<file path="config.mk">
export PLATFORM = sky130hd
export DESIGN_NAME = csd_core
export DESIGN_NICKNAME = d
export VERILOG_FILES = /design/src/hw/csd_pkg.sv /design/src/hw/csd_ag_if.sv /design/src/hw/csd_agen.sv /design/src/hw/csd_core.sv
export SDC_FILE = /design/constraint.sdc
export NUM_CORES = 1
export LEC_CHECK = 0
export ABC_AREA = 1
export BUFFER_PORTS_ARGS = -buffer_cell sky130_fd_sc_hd__buf_2
export CAP_MARGIN = 40
export CORE_MARGIN = 5
export CORE_UTILIZATION = 42
export DETAILED_ROUTE_END_ITERATION = 10
export PLACE_DENSITY = 0.7
export SLEW_MARGIN = 20
export SYNTH_ARGS = -nofsm -noshare
export SYNTH_HDL_FRONTEND = slang
export SYNTH_SLANG_ARGS = --single-unit
</file>
<file path="constraint.sdc">
create_clock -name clk_i -period 4.3 [get_ports clk_i]
set_input_delay 0.86 -clock clk_i [delete_from_list [all_inputs] [get_ports clk_i]]
set_output_delay 0.86 -clock clk_i [all_outputs]
set_load 0.05 [all_outputs]
</file>
<file path="src/hw/csd_pkg.sv">
package csd_pkg;

    ////////////////////////////////////////////////////////////////////////
    // opcode bytes
    localparam logic [7:0] OP_PREFIX_Y = 8'h18;
    localparam logic [7:0] OP_TEST = 8'h00;
    localparam logic [7:0] OP_TAP = 8'h06;
    localparam logic [7:0] OP_TPA = 8'h07;
    localparam logic [7:0] OP_TSX = 8'h30;
    localparam logic [7:0] OP_TXS = 8'h35;
    localparam logic [7:0] OP_WAI = 8'h3e;
    localparam logic [7:0] OP_ZERO_TEST_ACC_FIRST_OP = 8'h4d;
    localparam logic [7:0] OP_ZERO_TEST_ACC_SECOND_OP = 8'h5d;
    localparam logic [7:0] OP_TST_IDX = 8'h6d;
    localparam logic [7:0] OP_TST_EXT = 8'h7d;
    localparam logic [7:0] OP_XGD = 8'h8f;
    // subtract families: high nibble picks accumulator and mode
    localparam logic [3:0] OP_LO_SUB8 = 4'h0;
    localparam logic [3:0] OP_LO_SUB_DOUBLE_OP = 4'h3;
    localparam logic [3:0] HI_A_IMM = 4'h8;
    localparam logic [3:0] HI_A_DIR = 4'h9;
    localparam logic [3:0] HI_A_IDX = 4'ha;
    localparam logic [3:0] HI_A_EXT = 4'hb;
    localparam logic [3:0] HI_B_IMM = 4'hc;
    localparam logic [3:0] HI_B_DIR = 4'hd;
    localparam logic [3:0] HI_B_IDX = 4'he;
    localparam logic [3:0] HI_B_EXT = 4'hf;

    ////////////////////////////////////////////////////////////////////////
    // cycle counts of the unprefixed forms
    localparam logic [4:0] CYC_INH = 5'h02;
    localparam logic [4:0] CYC_XFER = 5'h03;
    localparam logic [4:0] CYC_IMM8 = 5'h02;
    localparam logic [4:0] CYC_DIR8 = 5'h03;
    localparam logic [4:0] CYC_EXT8 = 5'h04;
    localparam logic [4:0] CYC_IDX8 = 5'h04;
    localparam logic [4:0] CYC_IMM16 = 5'h04;
    localparam logic [4:0] CYC_DIR16 = 5'h05;
    localparam logic [4:0] CYC_EXT16 = 5'h06;
    localparam logic [4:0] CYC_IDX16 = 5'h06;
    localparam logic [4:0] CYC_TST_MEM = 5'h06;
    localparam logic [4:0] CYC_WAI_STACK = 5'h0c;
    localparam logic [4:0] PUSH_FIRST = 5'h01;
    localparam logic [4:0] PUSH_LAST = 5'h09;

    ////////////////////////////////////////////////////////////////////////
    // flag register bit positions and reset values
    localparam int FB_S = 7;
    localparam int FB_X = 6;
    localparam int FB_N = 3;
    localparam int FB_C = 0;
    localparam logic [7:0] RST_FLAGS = 8'hd0;
    localparam logic [7:0] RST_ACC = 8'h00;
    localparam logic [15:0] RST_REG16 = 16'h0000;
    localparam logic [15:0] RST_SP = 16'h00ff;
    localparam logic [15:0] VEC_WAI_ADDR = 16'hfff0;

    typedef enum logic [8:0] {
        ST_FETCH = 9'h001,
        ST_OPND = 9'h002,
        ST_MEM = 9'h004,
        ST_FILL = 9'h008,
        ST_WSTK = 9'h010,
        ST_WIDLE = 9'h020,
        ST_VEC = 9'h040,
        ST_TEST = 9'h080,
        ST_SPARE = 9'h100
    } csd_state_e;

    typedef enum logic [2:0] {MD_INH, MD_IMM, MD_DIR, MD_EXT, MD_IDX} csd_mode_e;

    typedef enum logic [3:0] {
        K_BAD, K_SUB_ACC_FIRST_OP, K_SUB_ACC_SECOND_OP, K_SUB_DOUBLE_OP, K_TAP, K_TPA, K_TST, K_ZERO_TEST_ACC_FIRST_OP, K_ZERO_TEST_ACC_SECOND_OP,
        K_TSX, K_TXS, K_XGD, K_WAI, K_TEST
    } csd_kind_e;

    typedef struct packed {
        csd_kind_e kind;
        csd_mode_e mode;
        logic wide;
        logic [4:0] cyc;
    } csd_dec_s;

endpackage

</file>
<file path="src/hw/csd_ag_if.sv">
`timescale 1ns/10ps
`default_nettype none

// carries operand bytes to the address unit and its results back
interface csd_ag_if;
    import csd_pkg::*;
    csd_mode_e mode;
    logic [15:0] opnd;
    logic [15:0] index;
    logic second;
    logic [15:0] pc_next;
    logic [7:0] dat;
    logic [15:0] ea;
    logic [15:0] rel_target;
    logic [7:0] mask_set;

    modport core (output mode, opnd, index, second, pc_next, dat, input ea, rel_target, mask_set);
    modport agen (input mode, opnd, index, second, pc_next, dat, output ea, rel_target, mask_set);
endinterface

`default_nettype wire

</file>
<file path="src/hw/csd_agen.sv">
`timescale 1ns/10ps
`default_nettype none

module csd_agen
    import csd_pkg::*;
(
    csd_ag_if.agen ag
);

    wire logic [15:0] base_w;

    ////////////////////////////////////////////////////////////////////////
    // effective address: direct, extended or unsigned-offset indexed
    assign base_w = (ag.mode == MD_DIR) ? {8'h00, ag.opnd[7:0]} :
                    (ag.mode == MD_EXT) ? ag.opnd :
                    (ag.mode == MD_IDX) ? ag.index + {8'h00, ag.opnd[7:0]} :
                    16'h0000;
    // second byte of a pair lives at the next address
    assign ag.ea = base_w + {15'h0000, ag.second};

    // signed offset from the byte after the offset byte
    assign ag.rel_target = ag.pc_next + {{8{ag.opnd[7]}}, ag.opnd[7:0]};
    // set bits of the mask mark the positions touched
    assign ag.mask_set = ag.dat | ag.opnd[7:0];

endmodule

`default_nettype wire

</file>
<file path="src/hw/csd_core.sv">
// How it works
// - subtract memory from accumulator A, four modes, 2-5 cycles, sets NZVC.
// - subtract memory from accumulator B, four modes, 2-5 cycles, sets NZVC.
// - subtract 16-bit memory pair from double accumulator, sets NZVC.
// - opcode 06 copies A into flag register in 2 cycles.
// - opcode 07 copies flag register into A, flags untouched.
// - memory test sets N,Z from operand, clears V,C, stores nothing.
// - accumulator tests 4D/5D take 2 cycles, set N,Z, clear V,C.
// - stack pointer plus one loads the index register, flags untouched.
// - index register minus one loads the stack pointer, flags untouched.
// - opcode 00 in test mode increments the address bus, flags untouched.
// - the test instruction only ends by reset.
// - wait instruction pushes registers then waits, flags untouched.
// - wait uses 12 cycles, n idle cycles, two vector cycles.
// - direct address is the operand byte with zero high byte.
// - indexed address adds unsigned operand byte to the index register.
// - extended address bytes arrive high byte first.
// - 16-bit immediate data arrives high byte first.
// - relative offset is signed, added to address after offset byte.
// - mask operand set bits mark the bits affected.
// - a flag load may clear the X mask bit but never set it.
`timescale 1ns/10ps
`default_nettype none

module csd_core
    import csd_pkg::*;
(
    input wire logic clk_i,
    input wire logic rst_i,
    input wire logic test_mode_i,
    input wire logic irq_i,
    input wire logic [7:0] rdata_i,
    output logic [15:0] addr_o,
    output logic rd_o,
    output logic wr_o,
    output logic [7:0] wdata_o,
    output logic waiting_o,
    output logic testing_o,
    output logic unsupported_o,
    output logic [15:0] pc_o,
    output logic [7:0] acc_a_o,
    output logic [7:0] acc_b_o,
    output logic [15:0] ix_o,
    output logic [15:0] iy_o,
    output logic [15:0] sp_o,
    output logic [7:0] flags_o,
    output logic [15:0] rel_target_o,
    output logic [7:0] mask_set_o
);

    ////////////////////////////////////////////////////////////////////////
    // helpers

    // opcode decode, prefixed forms cost one cycle more
    function automatic csd_dec_s csd_decode(input logic [7:0] op, input logic pre, input logic test_en);
        csd_dec_s d;
        csd_mode_e sm;
        d.kind = K_BAD;
        d.mode = MD_INH;
        d.wide = 1'b0;
        d.cyc = CYC_INH;
        case (op[7:4])
            HI_A_IMM, HI_B_IMM: sm = MD_IMM;
            HI_A_DIR, HI_B_DIR: sm = MD_DIR;
            HI_A_EXT, HI_B_EXT: sm = MD_EXT;
            HI_A_IDX, HI_B_IDX: sm = MD_IDX;
            default: sm = MD_INH;
        endcase
        if (sm != MD_INH && op[3:0] == OP_LO_SUB8) begin
            d.kind = op[6] ? K_SUB_ACC_SECOND_OP : K_SUB_ACC_FIRST_OP;
            d.mode = sm;
        end else if (sm != MD_INH && !op[6] && op[3:0] == OP_LO_SUB_DOUBLE_OP) begin
            d.kind = K_SUB_DOUBLE_OP;
            d.mode = sm;
            d.wide = 1'b1;
        end else begin
            case (op)
                OP_TAP: d.kind = K_TAP;
                OP_TPA: d.kind = K_TPA;
                OP_ZERO_TEST_ACC_FIRST_OP: d.kind = K_ZERO_TEST_ACC_FIRST_OP;
                OP_ZERO_TEST_ACC_SECOND_OP: d.kind = K_ZERO_TEST_ACC_SECOND_OP;
                OP_TST_EXT: begin
                    d.kind = K_TST;
                    d.mode = MD_EXT;
                end
                OP_TST_IDX: begin
                    d.kind = K_TST;
                    d.mode = MD_IDX;
                end
                OP_TSX: d.kind = K_TSX;
                OP_TXS: d.kind = K_TXS;
                OP_XGD: d.kind = K_XGD;
                OP_WAI: d.kind = K_WAI;
                OP_TEST: d.kind = test_en ? K_TEST : K_BAD;
                default: d.kind = K_BAD;
            endcase
        end
        case (d.kind)
            K_TST: d.cyc = CYC_TST_MEM;
            K_TSX, K_TXS, K_XGD: d.cyc = CYC_XFER;
            K_SUB_ACC_FIRST_OP, K_SUB_ACC_SECOND_OP, K_SUB_DOUBLE_OP: begin
                case (d.mode)
                    MD_IMM: d.cyc = d.wide ? CYC_IMM16 : CYC_IMM8;
                    MD_DIR: d.cyc = d.wide ? CYC_DIR16 : CYC_DIR8;
                    MD_EXT: d.cyc = d.wide ? CYC_EXT16 : CYC_EXT8;
                    default: d.cyc = d.wide ? CYC_IDX16 : CYC_IDX8;
                endcase
            end
            default: d.cyc = CYC_INH;
        endcase
        // the prefix only pairs with indexed forms and the index transfers
        if (pre && d.mode != MD_IDX && d.kind != K_TSX && d.kind != K_TXS && d.kind != K_XGD) begin
            d.kind = K_BAD;
        end
        d.cyc = d.cyc + {4'h0, pre};
        return d;
    endfunction

    // nzvc of a subtraction from the sign bits and the zero test
    function automatic logic [3:0] csd_nzvc(input logic s, input logic m, input logic r, input logic zero);
        logic v;
        logic c;
        v = (s & ~m & ~r) | (~s & m & r);
        c = (~s & m) | (m & r) | (r & ~s);
        return {r, zero, v, c};
    endfunction

    // stacking order of the wait instruction, one byte per write cycle
    function automatic logic [7:0] csd_push(input logic [4:0] n, input logic [15:0] pc, input logic [15:0] y,
                                            input logic [15:0] x, input logic [7:0] a, input logic [7:0] b,
                                            input logic [7:0] f);
        case (n)
            5'h01: return pc[7:0];
            5'h02: return pc[15:8];
            5'h03: return y[7:0];
            5'h04: return y[15:8];
            5'h05: return x[7:0];
            5'h06: return x[15:8];
            5'h07: return a;
            5'h08: return b;
            default: return f;
        endcase
    endfunction

    ////////////////////////////////////////////////////////////////////////
    // state

    csd_state_e state_q, state_d;
    csd_dec_s dec_q, dec_d;
    logic [4:0] cnt_q, cnt_d;
    logic [15:0] pc_q, pc_d;
    logic [7:0] a_q, a_d;
    logic [7:0] b_q, b_d;
    logic [15:0] ix_q, ix_d;
    logic [15:0] iy_q, iy_d;
    logic [15:0] sp_q, sp_d;
    logic [7:0] ccr_q, ccr_d;
    logic pre_q, pre_d;
    logic [15:0] opnd_q, opnd_d;
    logic [15:0] dat_q, dat_d;
    logic [15:0] tst_q, tst_d;
    logic bad_q, bad_d;
    logic [15:0] rel_q;
    logic [7:0] mask_q;

    csd_ag_if ag ();

    csd_agen u_agen (
        .ag(ag)
    );

    ////////////////////////////////////////////////////////////////////////
    // decode and sequencing terms
    wire csd_dec_s dec_w;
    wire logic [4:0] pos_w;
    wire logic [4:0] nop_w;
    wire logic [4:0] memidx_w;
    wire logic mem_mode_w;
    wire logic rd_now_w;
    wire logic exec_w;
    wire logic push_w;
    wire logic [15:0] cur_w;
    wire logic [15:0] idx_w;
    wire logic [7:0] src8_w;
    wire logic [7:0] sub8_w;
    wire logic [15:0] sub16_w;
    wire logic [3:0] f8_w;
    wire logic [3:0] f16_w;

    assign dec_w = csd_decode(rdata_i, pre_q, test_mode_i);
    // position counted from the opcode byte, after any prefix
    assign pos_w = cnt_q - {4'h0, pre_q};
    // extended address and 16-bit immediate take two operand bytes
    assign nop_w = (dec_q.mode == MD_EXT || (dec_q.mode == MD_IMM && dec_q.wide)) ? 5'h02 : 5'h01;
    assign memidx_w = pos_w - nop_w - 5'h01;
    assign mem_mode_w = dec_q.mode == MD_DIR || dec_q.mode == MD_EXT || dec_q.mode == MD_IDX;
    assign rd_now_w = state_q == ST_OPND || state_q == ST_MEM;
    // the final cycle of an instruction commits its result
    assign exec_w = (rd_now_w || state_q == ST_FILL) && cnt_q == dec_q.cyc - 5'h01;
    assign push_w = state_q == ST_WSTK && cnt_q >= PUSH_FIRST && cnt_q <= PUSH_LAST;
    // last byte read is used in the very cycle it arrives
    assign cur_w = rd_now_w ? {dat_q[7:0], rdata_i} : dat_q;
    assign idx_w = pre_q ? iy_q : ix_q;
    assign src8_w = (dec_q.kind == K_SUB_ACC_SECOND_OP) ? b_q : a_q;
    assign sub8_w = src8_w - cur_w[7:0];
    assign sub16_w = {a_q, b_q} - cur_w;
    assign f8_w = csd_nzvc(src8_w[7], cur_w[7], sub8_w[7], sub8_w == 8'h00);
    assign f16_w = csd_nzvc(a_q[7], cur_w[15], sub16_w[15], sub16_w == 16'h0000);

    // address unit hookup
    assign ag.mode = dec_q.mode;
    assign ag.opnd = opnd_q;
    assign ag.index = idx_w;
    assign ag.second = memidx_w[0];
    assign ag.pc_next = pc_q;
    assign ag.dat = dat_q[7:0];

    ////////////////////////////////////////////////////////////////////////
    // bus drive: opcode/operand at pc, data at ea, pushes at sp
    assign addr_o = (state_q == ST_MEM) ? ag.ea :
                    (state_q == ST_WSTK) ? sp_q :
                    (state_q == ST_VEC) ? VEC_WAI_ADDR + {15'h0000, cnt_q[0]} :
                    (state_q == ST_TEST) ? tst_q :
                    pc_q;
    assign rd_o = state_q == ST_FETCH || rd_now_w || state_q == ST_VEC;
    assign wr_o = push_w;
    assign wdata_o = push_w ? csd_push(cnt_q, pc_q, iy_q, ix_q, a_q, b_q, ccr_q) : 8'h00;

    ////////////////////////////////////////////////////////////////////////
    // next state and register updates
    always_comb begin
        state_d = state_q;
        dec_d = dec_q;
        cnt_d = cnt_q + 5'h01;
        pc_d = pc_q;
        a_d = a_q;
        b_d = b_q;
        ix_d = ix_q;
        iy_d = iy_q;
        sp_d = sp_q;
        ccr_d = ccr_q;
        pre_d = pre_q;
        opnd_d = opnd_q;
        dat_d = dat_q;
        tst_d = tst_q;
        bad_d = 1'b0;
        if (rd_now_w || state_q == ST_VEC) begin
            dat_d = {dat_q[7:0], rdata_i};
        end
        case (state_q)
            ST_FETCH: begin
                pc_d = pc_q + 16'h0001;
                if (rdata_i == OP_PREFIX_Y && !pre_q) begin
                    pre_d = 1'b1;
                end else begin
                    dec_d = dec_w;
                    case (dec_w.kind)
                        K_BAD: begin
                            bad_d = 1'b1;
                            pre_d = 1'b0;
                            cnt_d = 5'h00;
                        end
                        K_TEST: begin
                            state_d = ST_TEST;
                            tst_d = pc_q + 16'h0001;
                        end
                        K_WAI: state_d = ST_WSTK;
                        default: state_d = (dec_w.mode == MD_INH) ? ST_FILL : ST_OPND;
                    endcase
                end
            end
            ST_OPND: begin
                pc_d = pc_q + 16'h0001;
                // high byte shifts up as the low byte arrives
                opnd_d = {opnd_q[7:0], rdata_i};
                if (pos_w == nop_w) begin
                    state_d = mem_mode_w ? ST_MEM : ST_FILL;
                end
            end
            ST_MEM: begin
                if (memidx_w == {4'h0, dec_q.wide}) begin
                    state_d = ST_FILL;
                end
            end
            ST_WSTK: begin
                if (push_w) begin
                    sp_d = sp_q - 16'h0001;
                end
                if (cnt_q == CYC_WAI_STACK - 5'h01) begin
                    state_d = ST_WIDLE;
                end
            end
            ST_WIDLE: begin
                // whole idle cycles until the interrupt is recognised
                cnt_d = 5'h00;
                if (irq_i) begin
                    state_d = ST_VEC;
                end
            end
            ST_VEC: begin
                if (cnt_q[0]) begin
                    pc_d = {dat_q[7:0], rdata_i};
                    state_d = ST_FETCH;
                    cnt_d = 5'h00;
                    pre_d = 1'b0;
                end
            end
            ST_TEST: begin
                // no way out but reset; counter frozen to save toggling
                tst_d = tst_q + 16'h0001;
                cnt_d = cnt_q;
            end
            ST_FILL: begin
                cnt_d = cnt_q + 5'h01;
            end
            default: state_d = ST_FETCH;
        endcase
        if (exec_w) begin
            state_d = ST_FETCH;
            cnt_d = 5'h00;
            pre_d = 1'b0;
            case (dec_q.kind)
                K_SUB_ACC_FIRST_OP: begin
                    a_d = sub8_w;
                    ccr_d[FB_N:FB_C] = f8_w;
                end
                K_SUB_ACC_SECOND_OP: begin
                    b_d = sub8_w;
                    ccr_d[FB_N:FB_C] = f8_w;
                end
                K_SUB_DOUBLE_OP: begin
                    {a_d, b_d} = sub16_w;
                    ccr_d[FB_N:FB_C] = f16_w;
                end
                K_TST: ccr_d[FB_N:FB_C] = {cur_w[7], cur_w[7:0] == 8'h00, 2'b00};
                K_ZERO_TEST_ACC_FIRST_OP: ccr_d[FB_N:FB_C] = {a_q[7], a_q == 8'h00, 2'b00};
                K_ZERO_TEST_ACC_SECOND_OP: ccr_d[FB_N:FB_C] = {b_q[7], b_q == 8'h00, 2'b00};
                // x may drop from one to zero, never rise
                K_TAP: ccr_d = {a_q[FB_S], a_q[FB_X] & ccr_q[FB_X], a_q[5:0]};
                K_TPA: a_d = ccr_q;
                K_TSX: begin
                    if (pre_q) begin
                        iy_d = sp_q + 16'h0001;
                    end else begin
                        ix_d = sp_q + 16'h0001;
                    end
                end
                K_TXS: sp_d = idx_w - 16'h0001;
                K_XGD: begin
                    {a_d, b_d} = idx_w;
                    if (pre_q) begin
                        iy_d = {a_q, b_q};
                    end else begin
                        ix_d = {a_q, b_q};
                    end
                end
                default: state_d = ST_FETCH;
            endcase
        end
    end

    // one register bank, synchronous reset
    always_ff @(posedge clk_i) begin
        if (rst_i) begin
            state_q <= ST_FETCH;
            dec_q <= '0;
            cnt_q <= 5'h00;
            pc_q <= RST_REG16;
            a_q <= RST_ACC;
            b_q <= RST_ACC;
            ix_q <= RST_REG16;
            iy_q <= RST_REG16;
            sp_q <= RST_SP;
            ccr_q <= RST_FLAGS;
            pre_q <= 1'b0;
            opnd_q <= RST_REG16;
            dat_q <= RST_REG16;
            tst_q <= RST_REG16;
            bad_q <= 1'b0;
            rel_q <= RST_REG16;
            mask_q <= RST_ACC;
        end else begin
            state_q <= state_d;
            dec_q <= dec_d;
            cnt_q <= cnt_d;
            pc_q <= pc_d;
            a_q <= a_d;
            b_q <= b_d;
            ix_q <= ix_d;
            iy_q <= iy_d;
            sp_q <= sp_d;
            ccr_q <= ccr_d;
            pre_q <= pre_d;
            opnd_q <= opnd_d;
            dat_q <= dat_d;
            tst_q <= tst_d;
            bad_q <= bad_d;
            rel_q <= ag.rel_target;
            mask_q <= ag.mask_set;
        end
    end

    ////////////////////////////////////////////////////////////////////////
    // visible state
    assign waiting_o = state_q == ST_WIDLE;
    assign testing_o = state_q == ST_TEST;
    assign unsupported_o = bad_q;
    assign pc_o = pc_q;
    assign acc_a_o = a_q;
    assign acc_b_o = b_q;
    assign ix_o = ix_q;
    assign iy_o = iy_q;
    assign sp_o = sp_q;
    assign flags_o = ccr_q;
    assign rel_target_o = rel_q;
    assign mask_set_o = mask_q;

endmodule

`default_nettype wire

</file>
==> impl_metrics.tcl <==
set metrics [dict create \
    outcome "completed" \
    synth_top_area_cell "dfxtp_1" \
    hold_viol_final 0 \
    grt_usage_pct 29.9 \
    synth-edff-count 0 \
    routed_wl_um 59700 \
    syn-num-nets 2350 \
    crit_type "flop to output pin" \
    setup_ws_ns 0.0912 \
    htreeDepth 4 \
    grt-ovfl-total 0 \
    relSlewSlack_pct 44.9 \
    final_area_sq_um 17100 \
    syn_area_per_cell_sq_um 6.38 \
    slew_viol_final 0 \
    first_pass_iters 8 \
    ys_warn_count 0 \
    post-route-drc-count 0 \
    async_flop_share_pct 0 \
    fin_skew_ns 0.0123 \
    cts_buffers 17 \
    postCtsHoldBufs 0 \
    antenna_left 0 \
    die_w_um 195 \
    regArea_sq_um 3750 \
    ys.flop_type "dfxtp_1" \
    irDropWorstVdd_mv 0.384 \
    yosys.area.top_type_share_pct 26.0 \
    synth_area_sq_um 14400 \
    rows 67 \
    grt_setup_unrepaired "yes" \
    numClockSinks 187 \
    path_clk_slew_ns 0.08 \
    p_leak_nw 7.69 \
    wire_per_inst_um 20.5 \
    cts_tree "built" \
    max-cap-violations 0 \
    synth.area.top_cells "dfxtp_1, nand2_1, o21ai_0" \
    core-area_sq_um 33700 \
    die-height_um 195 \
    p_total_mw 8.94 \
    vias_per_cell 5.76 \
    seq_area_frac_synth_pct 26.0 \
    place_area_sq_um 16000 \
    drive_gt1_share_pct 16.7 \
    root_buffer "clkbuf_16" \
    post-place-ws_ns 0.156 \
    startpoint_type "flop" \
    fill_cells 3515 \
    clk_latency_ns 0.47 \
    synthCells 2260 \
    setup_viol 0 \
    fmax_mhz 238 \
    syn_to_final_growth_pct 18.3 \
    drt_iter0_markers 1679 \
    cts.path.max_buffers 2 \
    fin_crit_sh_pct 97.9 \
    whs_ns 0.466 \
    netlist-cell-type-count 59 \
    layout.nets 2542 \
    holdCritPathClass "flop to flop" \
    cp_max_fo 5 \
    pin_count 153 \
    required_ns 3.44 \
    critPathCaptureType "output pin" \
    die_area_sq_um 38200 \
    grt_pass1_wl_um 90200 \
    diodes 0 \
    grt_pass1_vias 15612 \
    io_buffers 152 \
    via_count 16766 \
    finalCriticalPeriod_ns 4.21 \
    initial_core_util_pct 42.8 \
    ys_seq_elements 187 \
    antenna_found_initial 0 \
    multi_input_area_sq_um 9460 \
    grt_max_degree 77 \
    worst_pin_slew_ns 0.826 \
    worstPathArrival_ns 3.35 \
    powerDensity_nw_per_um2 524 \
    gp_congestion 1.03 \
    hpwlAfterDp_um 46900 \
]
## what timing repair did
| action | CTS | global route |
|---|---|---|
| gates resized for setup | 34 | 63 |
| pin swaps | 4 | 14 |
| buffers inserted | 4 | 8 |
| endpoints found under the setup margin | 9 | 17 |
| gates cloned | 0 | 1 |
| endpoints found under the hold margin | 0 | 0 |
## Yosys cell counts (23+ instances only)
cell type  instances
a21oi_1          200
nor3_1            36
ha_1              71
clkbuf_1          48
nand3_1          107
a31oi_1           25
o22ai_1           35
nand4_1           31
o211ai_1          23
xor2_1            60
nor2_1           248
o21ai_0          233
dfxtp_1          187
nand2_1          446
inv_1            280
## critical path: stages, from the launching register on
cell     delay (ns)
dfxtp_4        0.39
o21ai_2        0.18
inv_2          0.07
ha_4           0.17
fa_2           0.51
nand2_1        0.06
o21ai_2        0.08
ha_2           0.20
o21ai_1        0.10
nor2_2         0.16
buf_4          0.12
buf_4          0.09
buf_4          0.09
buf_4          0.12
o21ai_0        0.07
o21ai_1        0.26
buf_6          0.20
## state kept, by name, summed over array words and instances (netlist names)
| register | cells |
|---|---|
| iy_o | 16 |
| acc_b_o | 8 |
| dat_q | 16 |
| acc_a_o | 8 |
| tst_q | 16 |
| sp_o | 16 |
| rel_target_o | 16 |
| ix_o | 16 |
| ag.mode | 3 |
| pre_q | 1 |
| unsupported_o | 1 |
| state_q | 8 |
| cnt_q | 5 |
| ag.opnd | 16 |
| flags_o | 8 |
| mask_set_o | 8 |
| dec_q | 9 |
| pc_o | 16 |
## final cells by class
type	count	share of cell area, %
well taps	448	3.28
clock inverters	15	0.946
multi-input cells	1698	55.4
flip-flops and latches	187	22.0
clock buffers	17	2.49
repair buffers	249	9.28
inverters	299	6.58
## worst paths after layout
path,from,to,slack (ns),cells past startpoint
max reg2reg,state_q[6]$_SDFFE_PP0P_,flags_o[1]$_SDFFE_PP0P_,0.32,24
min,dat_q[0]$_SDFFE_PP0P_,dat_q[0]$_SDFFE_PP0P_,0.47,2
max,pre_q$_SDFFE_PP0P_,addr_o[4],0.09,16
min reg2reg,dat_q[0]$_SDFFE_PP0P_,dat_q[0]$_SDFFE_PP0P_,0.47,2
## metal layers
layer,up-vias,global-route usage [%],routed length (um)
li1,7966,-,-
met1,7835,38.9,24700
met2,807,49.1,27300
met3,158,5.95,5180
met4,0,11.7,2550
met5,-,0,0
## stage by stage
| stage | TNS [ns] | cells | utilization (%) |
|---|---|---|---|
| after detailed placement | 0 | 2868 | 47.6 |
| after global routing | -0.177 | 2913 | 50.6 |
| after CTS | 0 | 2904 | 49.8 |
| after global placement | 0 | 2868 | 47.6 |
| after floorplan | -0.0485 | 2260 | - |
| final | 0 | 2913 | 50.6 |
## where the power goes
group	total (mW)	leakage, nW	internal [mW]	switching (mW)
combinational	5.14	5.89	1.64	3.49
sequential	2.15	1.52	1.95	0.210
clock	1.64	0.282	0.776	0.867
total	8.94	7.69	4.37	4.57
## cell families (layout without fill, tap and decap cells)
family / after synthesis / after routing / synth area share, %
AOI/OAI and AO/OA: 612 / 612 / 24.1
xor gates and xnor gates: 77 / 77 / 4.68
adders and majority gates: 78 / 78 / 7.13
buffers and inverters: 375 / 580 / 10.3
DFF: 187 / 187 / 26.0
muxes: 1 / 1 / 0.0694
and+or+nand+nor: 930 / 930 / 27.9
## cells in the final DEF (no fill, tap or decap), types with 7 or more instances in the layout
cell	instances
a211oi_1	16
a21oi_1	198
a221oi_1	12
a31oi_1	25
buf_2	143
buf_4	95
clkbuf_16	18
dfxtp_1	184
ha_1	63
ha_4	7
inv_1	272
inv_2	24
nand2_1	438
nand2_2	18
nand3_1	103
nand3_2	7
nand3b_1	9
nand4_1	31
nor2_1	235
nor2_2	23
nor2_4	8
nor3_1	35
o211ai_1	23
o21a_1	11
o21ai_0	221
o21ai_1	15
o21ai_2	14
o22ai_1	34
o31ai_1	8
xnor2_1	17
xor2_1	60
Note: power is estimated with default switching activity, not from simulation.
